===== config.mk =====
export PLATFORM = sky130hd
export DESIGN_NAME = nvm_protect_status_regs
export DESIGN_NICKNAME = d
export VERILOG_FILES = /design/src/nvm_protect_pkg.sv /design/src/nvm_protect_status_regs.sv
export VERILOG_INCLUDE_DIRS = /design/src /design/src/src
export SDC_FILE = /design/constraint.sdc
export NUM_CORES = 1
export LEC_CHECK = 0
export ABC_CLOCK_PERIOD_IN_PS = 1920
export BUFFER_PORTS_ARGS = -buffer_cell sky130_fd_sc_hd__buf_2
export CAP_MARGIN = 20
export CORE_ASPECT_RATIO = 1.5
export CORE_MARGIN = 5
export CORE_UTILIZATION = 49
export CTS_BUF_LIST = sky130_fd_sc_hd__clkbuf_16
export CTS_CLUSTER_DIAMETER = 200
export DETAILED_ROUTE_END_ITERATION = 10
export MAX_ROUTING_LAYER = met4
export PLACE_DENSITY = 0.81
export SYNTH_ARGS = -nofsm -noshare
export SYNTH_HDL_FRONTEND = slang
export SYNTH_SLANG_ARGS = --single-unit

===== constraint.sdc =====
create_clock -name mclk -period 1.92 [get_ports mclk]
set_clock_uncertainty 0.1 [all_clocks]
set_input_delay 0.192 -clock mclk [delete_from_list [all_inputs] [get_ports mclk]]
set_output_delay 0.192 -clock mclk [all_outputs]
set_load 0.05 [all_outputs]

===== src/nvm_protect_cfg.svh =====
// Register offsets, field positions, command and error codes and the unlock window for the protection and status block.
`ifndef NVM_PROTECT_CFG_SVH
`define NVM_PROTECT_CFG_SVH
`define OFS_PROT_CTRL 8'h01
`define OFS_STATUS 8'h02
`define OFS_INT_ENABLE 8'h03
`define OFS_INT_FLAGS 8'h04
`define OFS_DATA_LO 8'h06
`define OFS_DATA_HI 8'h07
`define OFS_ADDR_LO 8'h08
`define OFS_ADDR_MID 8'h09
`define OFS_ADDR_EXT 8'h0A
`define BIT_CODE_LOCK 0
`define BIT_BOOT_LOCK 1
`define BIT_DATA_LOCK 2
`define BIT_FLASH_BUSY 0
`define BIT_EEPROM_BUSY 1
`define ERR_LSB 4
`define ERR_MSB 6
`define BIT_EEPROM_IDLE 0
`define CMD_NONE 7'h00
`define CMD_NOP 7'h01
`define ERR_NONE 3'h0
`define ERR_UNSUPPORTED 3'h1
`define ERR_PROTECTED 3'h2
`define ERR_OVERLAP 3'h3
`define UNLOCK_WINDOW 3'h4
`define NOP_OPCODE 16'h0000
`endif


===== src/nvm_protect_pkg.sv =====
// Types shared by the protection and status block.
package nvm_protect_pkg;
    typedef enum logic [1:0] {
        SEC_BOOT = 2'b00,
        SEC_APP_CODE = 2'b01,
        SEC_APP_DATA = 2'b10,
        SEC_EEPROM = 2'b11
    } section_type;

    typedef struct packed {
        logic valid;
        logic is_write;
        section_type target;
    } nvm_op_type;

    typedef struct packed {
        logic valid;
        logic fetch;
        logic from_boot;
        logic [15:0] raw;
    } flash_rd_type;
endpackage


===== src/nvm_protect_status_regs.sv =====
// Protection locks, status, ready interrupt and last data/address registers of the memory controller.
// Function
// - Data write lock blocks data writes until reset.
// - Code write lock blocks code writes until reset.
// - Protected boot data reads from elsewhere return zero.
// - Protected boot instruction fetches become no-operation.
// - Boot lock writable only from boot; reset clears.
// - Boot protection starts after leaving boot section.
// - Error field holds last error; zero write clears.
// - Error codes none, unsupported, protected, overlap.
// - EEPROM busy bit mirrors EEPROM operation.
// - Flash busy bit mirrors Flash operation.
// - Ready interrupt is enable AND flag level.
// - Ready flag clears only after EEPROM command issued; any command other than none or no-op counts here.
// - Ready flag set while idle; write one clears.
// - Data register captures last read value.
// - Data register as low and high bytes.
// - Address register holds last accessed address.
// - Address register as low, middle, extended bytes.
// - Programming command while busy records overlap error.
// - Lock register writes need unlock key within four instructions.
//
// Local design decision: the address-and-strobe port.
`timescale 1ns/100ps
`default_nettype none
`include "nvm_protect_cfg.svh"
module nvm_protect_status_regs #(
    parameter int ADDR_BITS = 24
) (
    // Clock and reset
    input wire logic mclk,
    input wire logic reset,
    // Register port
    input wire logic [7:0] reg_addr,
    input wire logic [7:0] reg_wdata,
    input wire logic reg_wr,
    input wire logic reg_rd,
    output logic [7:0] reg_rdata,
    // CPU context
    input wire logic exec_in_boot,
    input wire logic instr_retired,
    input wire logic change_protection_unlock,
    // Command path from the command register
    input wire logic cmd_written,
    input wire logic [6:0] cmd_code,
    input wire logic cmd_supported,
    // Memory operation requests and progress
    input wire nvm_protect_pkg::nvm_op_type op_req,
    output logic op_grant,
    input wire logic flash_op_active,
    input wire logic eeprom_op_active,
    // Flash read path
    input wire nvm_protect_pkg::flash_rd_type flash_rd,
    output logic [15:0] flash_rd_data,
    // Last access capture
    input wire logic access_done,
    input wire logic [15:0] access_data,
    input wire logic [ADDR_BITS-1:0] access_addr,
    // Lock states and interrupt
    output logic app_data_write_lock,
    output logic app_code_write_lock,
    output logic boot_read_lock,
    output logic eeprom_ready_irq
);
    import nvm_protect_pkg::*;

    // The lock bits are held apart from the armed boot protection, which lags the lock.
    logic data_lock_r, code_lock_r, boot_lock_r, boot_active_r;
    logic [2:0] err_r, err_nxt;
    logic [2:0] unlock_cnt_r;
    logic int_en_r, idle_flag_r;
    logic [15:0] data_r;
    logic [23:0] addr_r;
    logic [7:0] rdata_r;
    logic op_blocked, prot_wr, collision, eeprom_cmd;

    // Flags true for register writes to one address.
    function automatic logic wr_at(input logic [7:0] a);
        return reg_wr && reg_addr == a;
    endfunction

    // Counts the instructions left in which a protected write is accepted.
    always_ff @(posedge mclk or posedge reset) begin
        if (reset) begin
            unlock_cnt_r <= 3'h0;
        end else if (change_protection_unlock) begin
            unlock_cnt_r <= `UNLOCK_WINDOW;
        end else if (instr_retired && unlock_cnt_r != 3'h0) begin
            unlock_cnt_r <= unlock_cnt_r - 3'h1;
        end
    end

    assign prot_wr = wr_at(`OFS_PROT_CTRL) && unlock_cnt_r != 3'h0;

    // Locks are sticky; only reset clears them, so writing zero has no effect.
    always_ff @(posedge mclk or posedge reset) begin
        if (reset) begin
            data_lock_r <= 1'b0;
            code_lock_r <= 1'b0;
            boot_lock_r <= 1'b0;
        end else if (prot_wr) begin
            data_lock_r <= data_lock_r | reg_wdata[`BIT_DATA_LOCK];
            code_lock_r <= code_lock_r | reg_wdata[`BIT_CODE_LOCK];
            if (exec_in_boot) begin
                boot_lock_r <= boot_lock_r | reg_wdata[`BIT_BOOT_LOCK];
            end
        end
    end

    // Protection arms on the first cycle outside the boot section after the lock.
    always_ff @(posedge mclk or posedge reset) begin
        if (reset) begin
            boot_active_r <= 1'b0;
        end else begin
            if (boot_lock_r && !exec_in_boot) begin
                boot_active_r <= 1'b1;
            end
        end
    end

    // Filtering is combinational so that a protected word never reaches the CPU for even one cycle.
    // Boot code data reads of its own section are left unfiltered.
    always_comb begin
        flash_rd_data = flash_rd.raw;
        if (flash_rd.valid && boot_active_r) begin
            if (flash_rd.fetch) begin
                flash_rd_data = `NOP_OPCODE;
            end else if (!flash_rd.from_boot) begin
                flash_rd_data = 16'h0000;
            end
        end
    end

    // Only writes and erases are gated; the boot and EEPROM sections have no write lock here.
    always_comb begin
        op_blocked = 1'b0;
        if (op_req.valid && op_req.is_write) begin
            unique case (op_req.target)
                SEC_APP_DATA: op_blocked = data_lock_r;
                SEC_APP_CODE: op_blocked = code_lock_r;
                SEC_BOOT: op_blocked = 1'b0;
                SEC_EEPROM: op_blocked = 1'b0;
            endcase
        end
    end

    assign op_grant = op_req.valid && !op_blocked;
    assign collision = cmd_written && cmd_code != `CMD_NONE && cmd_code != `CMD_NOP
        && (flash_op_active || eeprom_op_active);

    // Hardware errors win over a software clear in the same cycle.
    always_comb begin
        err_nxt = err_r;
        if (wr_at(`OFS_STATUS) && reg_wdata[`ERR_MSB:`ERR_LSB] == 3'h0) begin
            err_nxt = `ERR_NONE;
        end
        if (cmd_written && !cmd_supported) begin
            err_nxt = `ERR_UNSUPPORTED;
        end
        if (op_blocked) begin
            err_nxt = `ERR_PROTECTED;
        end
        if (collision) begin
            err_nxt = `ERR_OVERLAP;
        end
    end

    always_ff @(posedge mclk or posedge reset) begin
        if (reset) begin
            err_r <= `ERR_NONE;
        end else begin
            err_r <= err_nxt;
        end
    end

    // Commands are not decoded by type, so any real command counts as an EEPROM start.
    // This is conservative: a Flash command also lets the ready flag be cleared.
    assign eeprom_cmd = cmd_written && cmd_code != `CMD_NONE && cmd_code != `CMD_NOP;

    // The enable is a plain read/write bit; software owns its timing around operations.
    always_ff @(posedge mclk or posedge reset) begin
        if (reset) begin
            int_en_r <= 1'b0;
        end else if (wr_at(`OFS_INT_ENABLE)) begin
            int_en_r <= reg_wdata[`BIT_EEPROM_IDLE];
        end
    end

    // Idle sets the flag continuously, so a clear only sticks once a command has been issued.
    always_ff @(posedge mclk or posedge reset) begin
        if (reset) begin
            idle_flag_r <= 1'b0;
        end else if (!eeprom_op_active && !eeprom_cmd) begin
            idle_flag_r <= 1'b1;
        end else if (wr_at(`OFS_INT_FLAGS) && reg_wdata[`BIT_EEPROM_IDLE]) begin
            idle_flag_r <= 1'b0;
        end
    end

    assign eeprom_ready_irq = int_en_r & idle_flag_r;

    // Hardware capture takes priority over a software write in the same cycle.
    always_ff @(posedge mclk or posedge reset) begin
        if (reset) begin
            data_r <= 16'h0000;
            addr_r <= 24'h000000;
        end else if (access_done) begin
            data_r <= access_data;
            addr_r <= 24'(access_addr);
        end else begin
            if (wr_at(`OFS_DATA_LO)) data_r[7:0] <= reg_wdata;
            if (wr_at(`OFS_DATA_HI)) data_r[15:8] <= reg_wdata;
            if (wr_at(`OFS_ADDR_LO)) addr_r[7:0] <= reg_wdata;
            if (wr_at(`OFS_ADDR_MID)) addr_r[15:8] <= reg_wdata;
            if (wr_at(`OFS_ADDR_EXT)) addr_r[23:16] <= reg_wdata;
        end
    end

    // Read data appear in the cycle after the strobe only; unmapped offsets read zero.
    always_ff @(posedge mclk or posedge reset) begin
        if (reset) begin
            rdata_r <= 8'h00;
        end else if (reg_rd) begin
            unique case (reg_addr)
                `OFS_PROT_CTRL: rdata_r <= {5'h00, data_lock_r, boot_lock_r, code_lock_r};
                `OFS_STATUS: rdata_r <= {1'b0, err_r, 2'b00, eeprom_op_active, flash_op_active};
                `OFS_INT_ENABLE: rdata_r <= {7'h00, int_en_r};
                `OFS_INT_FLAGS: rdata_r <= {7'h00, idle_flag_r};
                `OFS_DATA_LO: rdata_r <= data_r[7:0];
                `OFS_DATA_HI: rdata_r <= data_r[15:8];
                `OFS_ADDR_LO: rdata_r <= addr_r[7:0];
                `OFS_ADDR_MID: rdata_r <= addr_r[15:8];
                `OFS_ADDR_EXT: rdata_r <= addr_r[23:16];
                default: rdata_r <= 8'h00;
            endcase
        end else begin
            rdata_r <= 8'h00;
        end
    end

    assign reg_rdata = rdata_r;
    assign app_data_write_lock = data_lock_r;
    assign app_code_write_lock = code_lock_r;
    assign boot_read_lock = boot_active_r;
endmodule
`default_nettype wire


==> results of run 1 <==
==> where the power goes <==
part / switching (mW) / internal [mW]
sequential: 0.0569 / 1.35
combinational: 0.455 / 0.329
clock: 0.526 / 0.841
==> sequential cells by signal, indices dropped and copies added (netlist names) <==
name / flops
boot_read_lock: 1
idle_flag_r: 1
addr_r: 24
reg_rdata: 8
err_r: 2
int_en_r: 1
data_r: 16
unlock_cnt_r: 3
app_code_write_lock: 1
app_data_write_lock: 1
boot_lock_r: 1
==> area by class of cell <==
| cell class | count | share of cell area (%) |
|---|---|---|
| Tap cell | 76 | 2.12 |
| Clock inverter | 7 | 0.642 |
| Timing Repair Buffer | 160 | 21.4 |
| Clock buffer | 9 | 5.03 |
| Sequential cell | 59 | 32.9 |
| Multi-Input combinational cell | 226 | 37.2 |
| Inverter | 8 | 0.670 |
==> metrics by stage <==
step	hold WS [ns]	instances	worst slack [ns]	util, %
6_report	0.00260	545	0.131	68.6
4_1_cts	0.0000815	544	0.0536	68.5
3_5_place_dp	0.174	515	0.0853	62.6
3_3_place_gp	0.173	515	0.107	62.6
2_1_floorplan	0.158	318	0.137	-
5_1_grt	0.0125	545	0.0521	68.6
==> kinds of logic (layout without fill, tap and decap cells) <==
group	after synthesis	in the layout	share of synthesized area, %
AOI/OAI and AO/OA	94	94	22.2
buffers and inverters	33	184	5.35
and+or+nand+nor	116	116	22.9
DFF	59	59	44.5
adders and majority gates	2	2	0.754
xor gates and xnor gates	1	1	0.264
muxes	13	13	4.03
==> routing by layer <==
metal,up-vias,track usage (%),share of wire [%]
li1,1503,-,-
met1,1527,26.5,36
met2,157,41.1,52
met3,22,4.80,8.2
met4,0,12.7,3.4
met5,-,-,0
==> layout by cell type (no fill, tap or decap), types with 9 or more instances in the layout <==
master	instances
a21oi_1	13
a221o_1	26
and2_1	18
buf_2	125
buf_4	19
clkbuf_16	9
dfrtp_1	59
dlygate4sd3_1	13
inv_1	10
mux2i_1	10
nand2_1	18
nor2b_1	11
nor3b_1	34
o21ai_0	16
==> path summary, 6_finish.rpt <==
path	endpoint	from	slack, ns	cells after the start
max	op_grant	app_data_write_lock	0.13	5
min	data_r[3]	access_data[3]	0.003	2
max reg2reg	unlock_cnt_r[1]	unlock_cnt_r[0]	0.27	6
min reg2reg	boot_read_lock	boot_read_lock	0.38	1
max in group asynchronous	err_r[1]	reset	1.09	4
min in group asynchronous	reg_rdata[4]	reset	0.36	4
==> what timing repair did <==
action | CTS | global route
hold buffers | 13 | 0
endpoints found under the setup margin | 0 | 16
setup buffers | 0 | 1
hold endpoints to repair | 72 | 0
==> critical path: stages (launching register included) <==
cell	delay (ns)
dfrtp_1	0.45
nand2_1	0.09
o21ai_0	0.06
and3_1	0.21
nor2b_2	0.10
buf_2	0.26
==> results.toml, run 1 <==
[synth]
synth_common_cells = "dfrtp_1, nor3b_1, a221o_1"
ys_seq_elements = 59
syn_area_sq_um = 3320
avgSynthCellArea_sq_um = 10.4
synth_nets = 418
synthArstFlopShare_pct = 100
synth_most_common_cell = "dfrtp_1"
synth_top_area_cell = "dfrtp_1"
yosysWarnings = 0
ys.flop_type = "dfrtp_1"
synth_area_leaders = "dfrtp_1, a221o_1, nor3b_1"
yosysSeqAreaShare_pct = 44.5
synth_enable_flop_cells = 0
synth_top_area_share_pct = 44.5
syn_inst = 318
ys_types = 49

[timing]
final_max_slew_viol_count = 0
setup_viol_count_final = 0
min_period_ns = 1.79
max_freq_mhz = 559
setup_tns_ns = 0
rsz0062_at_grt = "no"
hold_viol = 0
slew_headroom_pct = 58.6
tightest_slew_ns = 0.619
timing.final.crit_share_pct = 93.2

[flow_run]
cap_violations = 0

[power]
peakVddDrop_mv = 0.509
power_mw = 3.55
power_density_nw_per_um2 = 793
p_leak_nw = 2.15

[global_routing]
grt_max_degree = 60
antenna_found_initial = 0
grt_pass1_wl_um = 16200
grt_pass1_vias = 3354
grt_use_total_pct = 24.3
grt-ovfl-total = 0

[floorplanning]
die_h_um = 111
io-pin-count = 127
core.rowCount = 36
core_sq_um = 6530
start_util_pct = 50.8
die_area_sq_um = 8550
fp.dieW_um = 77.2

[run_status]
outcome = "finished, final reports clean"

[drt]
wl_per_cell_um = 18.3
firstDrtPassIters = 4
via_count = 3209
drt_wl_total_um = 9970
drc = 0
drt_iter0_markers = 182
ant_nets = 0
via_per_inst = 5.89

[setup_path]
cp.arrival_ns = 1.50
critPathLaunchType = "flop"
critical_path_class = "flop to primary output"
crit_fanout = 4
end_kind = "primary output"
worst_ep_required_time_ns = 1.63

[clock_network]
cts_root_buf = "clkbuf_16"
cts_tree = "built"
path_clk_slew_ns = 0.05
worstSkewPairLatency_ns = 0.33
numCtsBuffers = 9
clockBufferDepth = 2
clock_sinks = 59
cts.repair.resized = 0
cts_htree_levels = 3

[layout]
finalNetCount = 564
syn_to_final_growth_pct = 35.0
layout-drive-gt1-share_pct = 37.7
fill_cells = 516
seq_area_sq_um = 1480
multi_input_area_sq_um = 1670
antennaDiodeCount = 0
design_area_sq_um = 4480

[place]
io_buffers = 125
gp_congestion = 0.895
placed_area_sq_um = 4090
dp_hpwl_um = 7380

[min_path]
holdCritPathClass = "input pin to flop"
(Power assumes the default switching activity.)
==> run 2, diff against run 1 <==
--- a/config.mk
+++ b/config.mk
@@ -7,7 +7,7 @@
 export NUM_CORES = 1
 export LEC_CHECK = 0
 export ABC_CLOCK_PERIOD_IN_PS = 1920
-export BUFFER_PORTS_ARGS = -buffer_cell sky130_fd_sc_hd__buf_2
+export BUFFER_PORTS_ARGS = -buffer_cell sky130_fd_sc_hd__clkbuf_2
 export CAP_MARGIN = 20
 export CORE_ASPECT_RATIO = 1.5
 export CORE_MARGIN = 5
==> results.toml, run 2 (synthesis gave the netlist of run 1 again) <==
[floorplanning]
core.rowCount = 36
die_h_um = 111
core_sq_um = 6530
io-pin-count = 127
fp.dieW_um = 77.2
die_area_sq_um = 8550
start_util_pct = 50.8

[timing]
fin_ws_ns = 0.129
tightest_slew_ns = 0.570
timing.final.crit_share_pct = 93.3
slew_headroom_pct = 61.9
min_period_ns = 1.79
max_freq_mhz = 558
rsz0062_at_grt = "no"
setup_tns_ns = 0
setup_viol_count_final = 0
hold_viol = 0
final_max_slew_viol_count = 0

[global_routing]
grt-ovfl-total = 0
grt_max_degree = 46
antenna_found_initial = 0
grt_pass1_wl_um = 16500
grt_use_total_pct = 24.8
grt_pass1_vias = 3406

[clock_network]
worstSkewPairLatency_ns = 0.33
cts_root_buf = "clkbuf_16"
cts_tree = "built"
numCtsBuffers = 9
cts.repair.resized = 0
clockBufferDepth = 2
clock_sinks = 59
path_clk_slew_ns = 0.05
cts_htree_levels = 3

[setup_path]
worst-path-buf-inv = 1
critPathLaunchType = "flop"
end_kind = "primary output"
cpPeakStageDelay_ns = 0.44
worst_ep_required_time_ns = 1.63
crit_fanout = 4
critical_path_class = "flop to primary output"
cpMaxStageDelayCell = "dfrtp_1"
cp.arrival_ns = 1.50
path_cells = "nand2_1, o21ai_0, and3_1, nor2b_2, clkbuf_2"
crit_family = "flip-flops"

[place]
placed_area_sq_um = 4080
io_buffers = 125
gp_congestion = 0.853
pre_cts_slack_ns = 0.0690
dp_hpwl_um = 7510

[layout]
antennaDiodeCount = 0
layout-drive-gt1-share_pct = 38.7
top_register = "addr_r"
fill_cells = 513
finalNetCount = 557
largest_reg_flops = 24
final_cell_mix = "clkbuf_2, dfrtp_1, nor3b_1"
syn_to_final_growth_pct = 34.6
design_area_sq_um = 4470
final_core_util_pct = 68.4
final_common_cell = "clkbuf_2"

[drt]
drc = 0
drt_wl_total_um = 10000
ant_nets = 0
via_count = 3215
via_per_inst = 5.98
wl_per_cell_um = 18.7
drt_iter0_markers = 240
firstDrtPassIters = 4

[power]
power_density_nw_per_um2 = 861
peakVddDrop_mv = 0.544
p_leak_nw = 2.15

[min_path]
holdCritPathClass = "input pin to flop"

[run_status]
outcome = "finished, final reports clean"

[flow_run]
cap_violations = 0
==> run 2: changes by cell type in the layout (fill, tap and decap cells not counted), sizes merged <==
cell	before	now
buf	147	21
clkbuf	9	134
dlygate4sd3	13	7
inv	11	8
bufinv	0	2
clkinv	4	5
==> run 2: repair_timing <==
item | in CTS | in global routing
endpoints found under the hold margin | 22 | 0
endpoints found under the setup margin | 0 | 16
hold buffers | 7 | 0
buffers inserted | 0 | 1
==> run 2: path summary, 6_finish.rpt <==
| kind | slack, ns | endpoint | start | cells past startpoint |
|---|---|---|---|---|
| worst max-delay path | 0.13 | op_grant | app_data_write_lock | 5 |
| worst min-delay path | 0.005 | data_r[15] | access_data[15] | 2 |
| worst max register to register | 0.31 | unlock_cnt_r[1] | unlock_cnt_r[0] | 6 |
| worst min register to register | 0.38 | addr_r[18] | addr_r[18] | 2 |
| max in group asynchronous | 0.90 | err_r[0] | reset | 4 |
| min in group asynchronous | 0.27 | unlock_cnt_r[1] | reset | 3 |
==> run 2: area by class of cell <==
class | count | area [sq um] | share of cell area, %
Multi-Input combinational cell | 226 | 1670 | 37.3
Tap cell | 76 | 95.1 | 2.13
Inverter | 8 | 30.0 | 0.672
Clock inverter | 7 | 82.6 | 1.85
Sequential cell | 59 | 1480 | 33.0
Clock buffer | 9 | 225 | 5.04
Timing Repair Buffer | 153 | 891 | 19.9
==> run 2: through the flow <==
| step | hold slack (ns) | instances | total power, mW |
|---|---|---|---|
| 2_1_floorplan | 0.158 | 318 | 1.92 |
| 3_3_place_gp | 0.0718 | 514 | 2.16 |
| 3_5_place_dp | 0.0745 | 514 | 2.18 |
| 6_report | 0.00452 | 538 | 3.85 |
| 5_1_grt | 0.0145 | 538 | 4.00 |
| 4_1_cts | 0.000767 | 537 | 3.86 |
==> run 2: power by group <==
group          leakage [nW]  internal [mW]  switching (mW)
clock                 0.154           1.12           0.549
sequential            0.732           1.35          0.0577
combinational          1.26          0.320           0.457
total                  2.15           2.78            1.06
==> run 2: worst reg2reg max path, cell delays in order, from the launching register on <==
cell	delay (ns)
dfrtp_1	0.36
inv_1	0.05
ha_1	0.19
ha_1	0.22
nor2b_1	0.31
nor2_1	0.08
a211oi_1	0.22
==> run 2: per-layer routing <==
layer	up-vias	part of all wire [%]	GRT usage, %
met3	33	7.3	4.63
met2	163	52	41.1
met5	-	0	-
li1	1486	-	-
met4	0	4.3	14.8
met1	1533	36	27.1
==> run 3, diff against run 2 <==
--- a/config.mk
+++ b/config.mk
@@ -16,7 +16,7 @@
 export CTS_CLUSTER_DIAMETER = 200
 export DETAILED_ROUTE_END_ITERATION = 10
 export MAX_ROUTING_LAYER = met4
-export PLACE_DENSITY = 0.81
+export PLACE_DENSITY = 0.8
 export SYNTH_ARGS = -nofsm -noshare
 export SYNTH_HDL_FRONTEND = slang
 export SYNTH_SLANG_ARGS = --single-unit
==> results.toml, run 3 (synthesis gave the netlist of run 1 again) <==
[timing]
setup_viol_count_final = 0
timing.final.crit_share_pct = 92.3
hold_viol = 0
rsz0062_at_grt = "no"
slew_headroom_pct = 59.0
tightest_slew_ns = 0.613
setup_tns_ns = 0
final_max_slew_viol_count = 0
max_freq_mhz = 564
min_period_ns = 1.77

[drt]
wl_per_cell_um = 18.2
drt_wl_total_um = 9810
drt_iter0_markers = 189
ant_nets = 0
via_count = 3169
via_per_inst = 5.87
firstDrtPassIters = 5
drc = 0

[setup_path]
end_kind = "primary output"
critPathLaunchType = "flop"
worst-path-buf-inv = 1
worstReg2RegStart = "unlock_cnt_r[0]"
r2r_cells = 6
path_cells = "nand3b_1, o21ai_0, and3_1, nor2b_2, buf_2"
cpMaxStageDelayCell = "dfrtp_1"
critical_path_class = "flop to primary output"
cp.arrival_ns = 1.48
crit_fanout = 4
cpPeakStageDelay_ns = 0.42
r2r_slack_ns = 0.32
worst_ep_required_time_ns = 1.63
crit-reg2reg-capture = "unlock_cnt_r[1]"
crit_family = "simple AND/OR/NAND/NOR gates"

[floorplanning]
core_sq_um = 6530
die_area_sq_um = 8550
die_h_um = 111
core.rowCount = 36
io-pin-count = 127
fp.dieW_um = 77.2
start_util_pct = 50.8

[layout]
layout-drive-gt1-share_pct = 39.2
syn_to_final_growth_pct = 33.2
top_register = "addr_r"
seq_area_sq_um = 1480
final_common_cell = "clkbuf_2"
multi_input_area_sq_um = 1670
final_cell_mix = "clkbuf_2, dfrtp_1, nor3b_1"
finalNetCount = 560
fill_cells = 516
fin_cells = 540
antennaDiodeCount = 0
largest_reg_flops = 24

[min_path]
min_to = "addr_r[13]"
min_path_cells = 2
holdCritPathClass = "input pin to flop"
min_from = "access_addr[13]"

[power]
power_mw = 3.54
clkPwrFrac_pct = 38.5
peakVddDrop_mv = 0.453
power_density_nw_per_um2 = 801
p_switching_mw = 1.03
combPwrFrac_pct = 21.8
sw_frac_of_total_pct = 29.1
internal-power_mw = 2.51
pwr-share-seq_pct = 39.7
p_leak_nw = 2.14

[global_routing]
grt_pass1_vias = 3326
grt-ovfl-total = 0
antenna_found_initial = 0
grt_max_degree = 60
grt_use_total_pct = 24.1
grt_pass1_wl_um = 16200

[place]
gp_congestion = 0.932
dp_hpwl_um = 7390
io_buffers = 125
dp.cells = 517

[clock_network]
cts_root_buf = "clkbuf_16"
clock_sinks = 59
clockBufferDepth = 2
worstSkewPairLatency_ns = 0.33
path_clk_slew_ns = 0.05
numCtsBuffers = 9
cts_tree = "built"
cts_htree_levels = 3

[flow_run]
cap_violations = 0

[run_status]
outcome = "finished, final reports clean"
[run 3: final cells by class]
type / instances / share of cell area [%]
Clock inverter: 6 / 0.594
Multi-Input combinational cell: 226 / 37.7
Tap cell: 76 / 2.15
Clock buffer: 9 / 5.09
Timing Repair Buffer: 156 / 20.3
Inverter: 8 / 0.679
Sequential cell: 59 / 33.4
[run 3: worst max path at each step]
| stage | start | endpoint | slack, ns | cells after the start |
|---|---|---|---|---|
| floorplan | boot_read_lock | flash_rd_data[0] | 0.14 | 3 |
| global placement | reg_addr[4] | int_en_r | 0.1 | 5 |
| detailed placement | reg_addr[4] | int_en_r | 0.10 | 5 |
| CTS | boot_read_lock | flash_rd_data[0] | 0.00003 | 3 |
| global route | app_code_write_lock | op_grant | 0.009 | 5 |
| finish | app_code_write_lock | op_grant | 0.15 | 5 |
[run 3: what timing repair did]
item / in CTS / in global routing
hold buffers: 5 / 1
resized for setup: 0 / 2
endpoints found under the hold margin: 64 / 1
setup endpoints to repair: 0 / 17
setup buffers: 0 / 2
[run 3: per-layer routing]
layer | share of wire [%] | GRT usage [%] | vias up
met2 | 53 | 40.0 | 136
met1 | 37 | 26.9 | 1518
met5 | 0 | - | -
met4 | 2.9 | 11.7 | 0
li1 | - | - | 1492
met3 | 6.5 | 5.53 | 23
[run 3: worst register-to-register path, cell delays in order, from the launching register on]
cell	delay, ns
dfrtp_1	0.36
inv_1	0.05
ha_1	0.19
ha_1	0.21
nor2b_1	0.30
nor2_1	0.07
a211oi_1	0.23
[run 3: power groups by stage]
stage / Sequential (mW) / Combinational (mW) / Clock [mW]
after floorplan: 1.43 / 0.485 / 0
after global placement: 1.42 / 0.741 / 0
after detailed placement: 1.42 / 0.755 / 0
after CTS: 1.40 / 0.766 / 1.38
after global routing: 1.42 / 0.838 / 1.43
final: 1.41 / 0.771 / 1.36
[run 3: stage by stage]
step | hold slack [ns] | area, sq um | utilization, % | worst slack (ns)
finish | 0.00330 | 4420 | 67.7 | 0.147
global placement | 0.156 | 4090 | 62.7 | 0.0953
CTS | 0.000415 | 4390 | 67.3 | 0.0000278
detailed placement | 0.160 | 4090 | 62.7 | 0.105
floorplan | 0.158 | 3320 | - | 0.137
global route | 0.00367 | 4420 | 67.7 | 0.00896
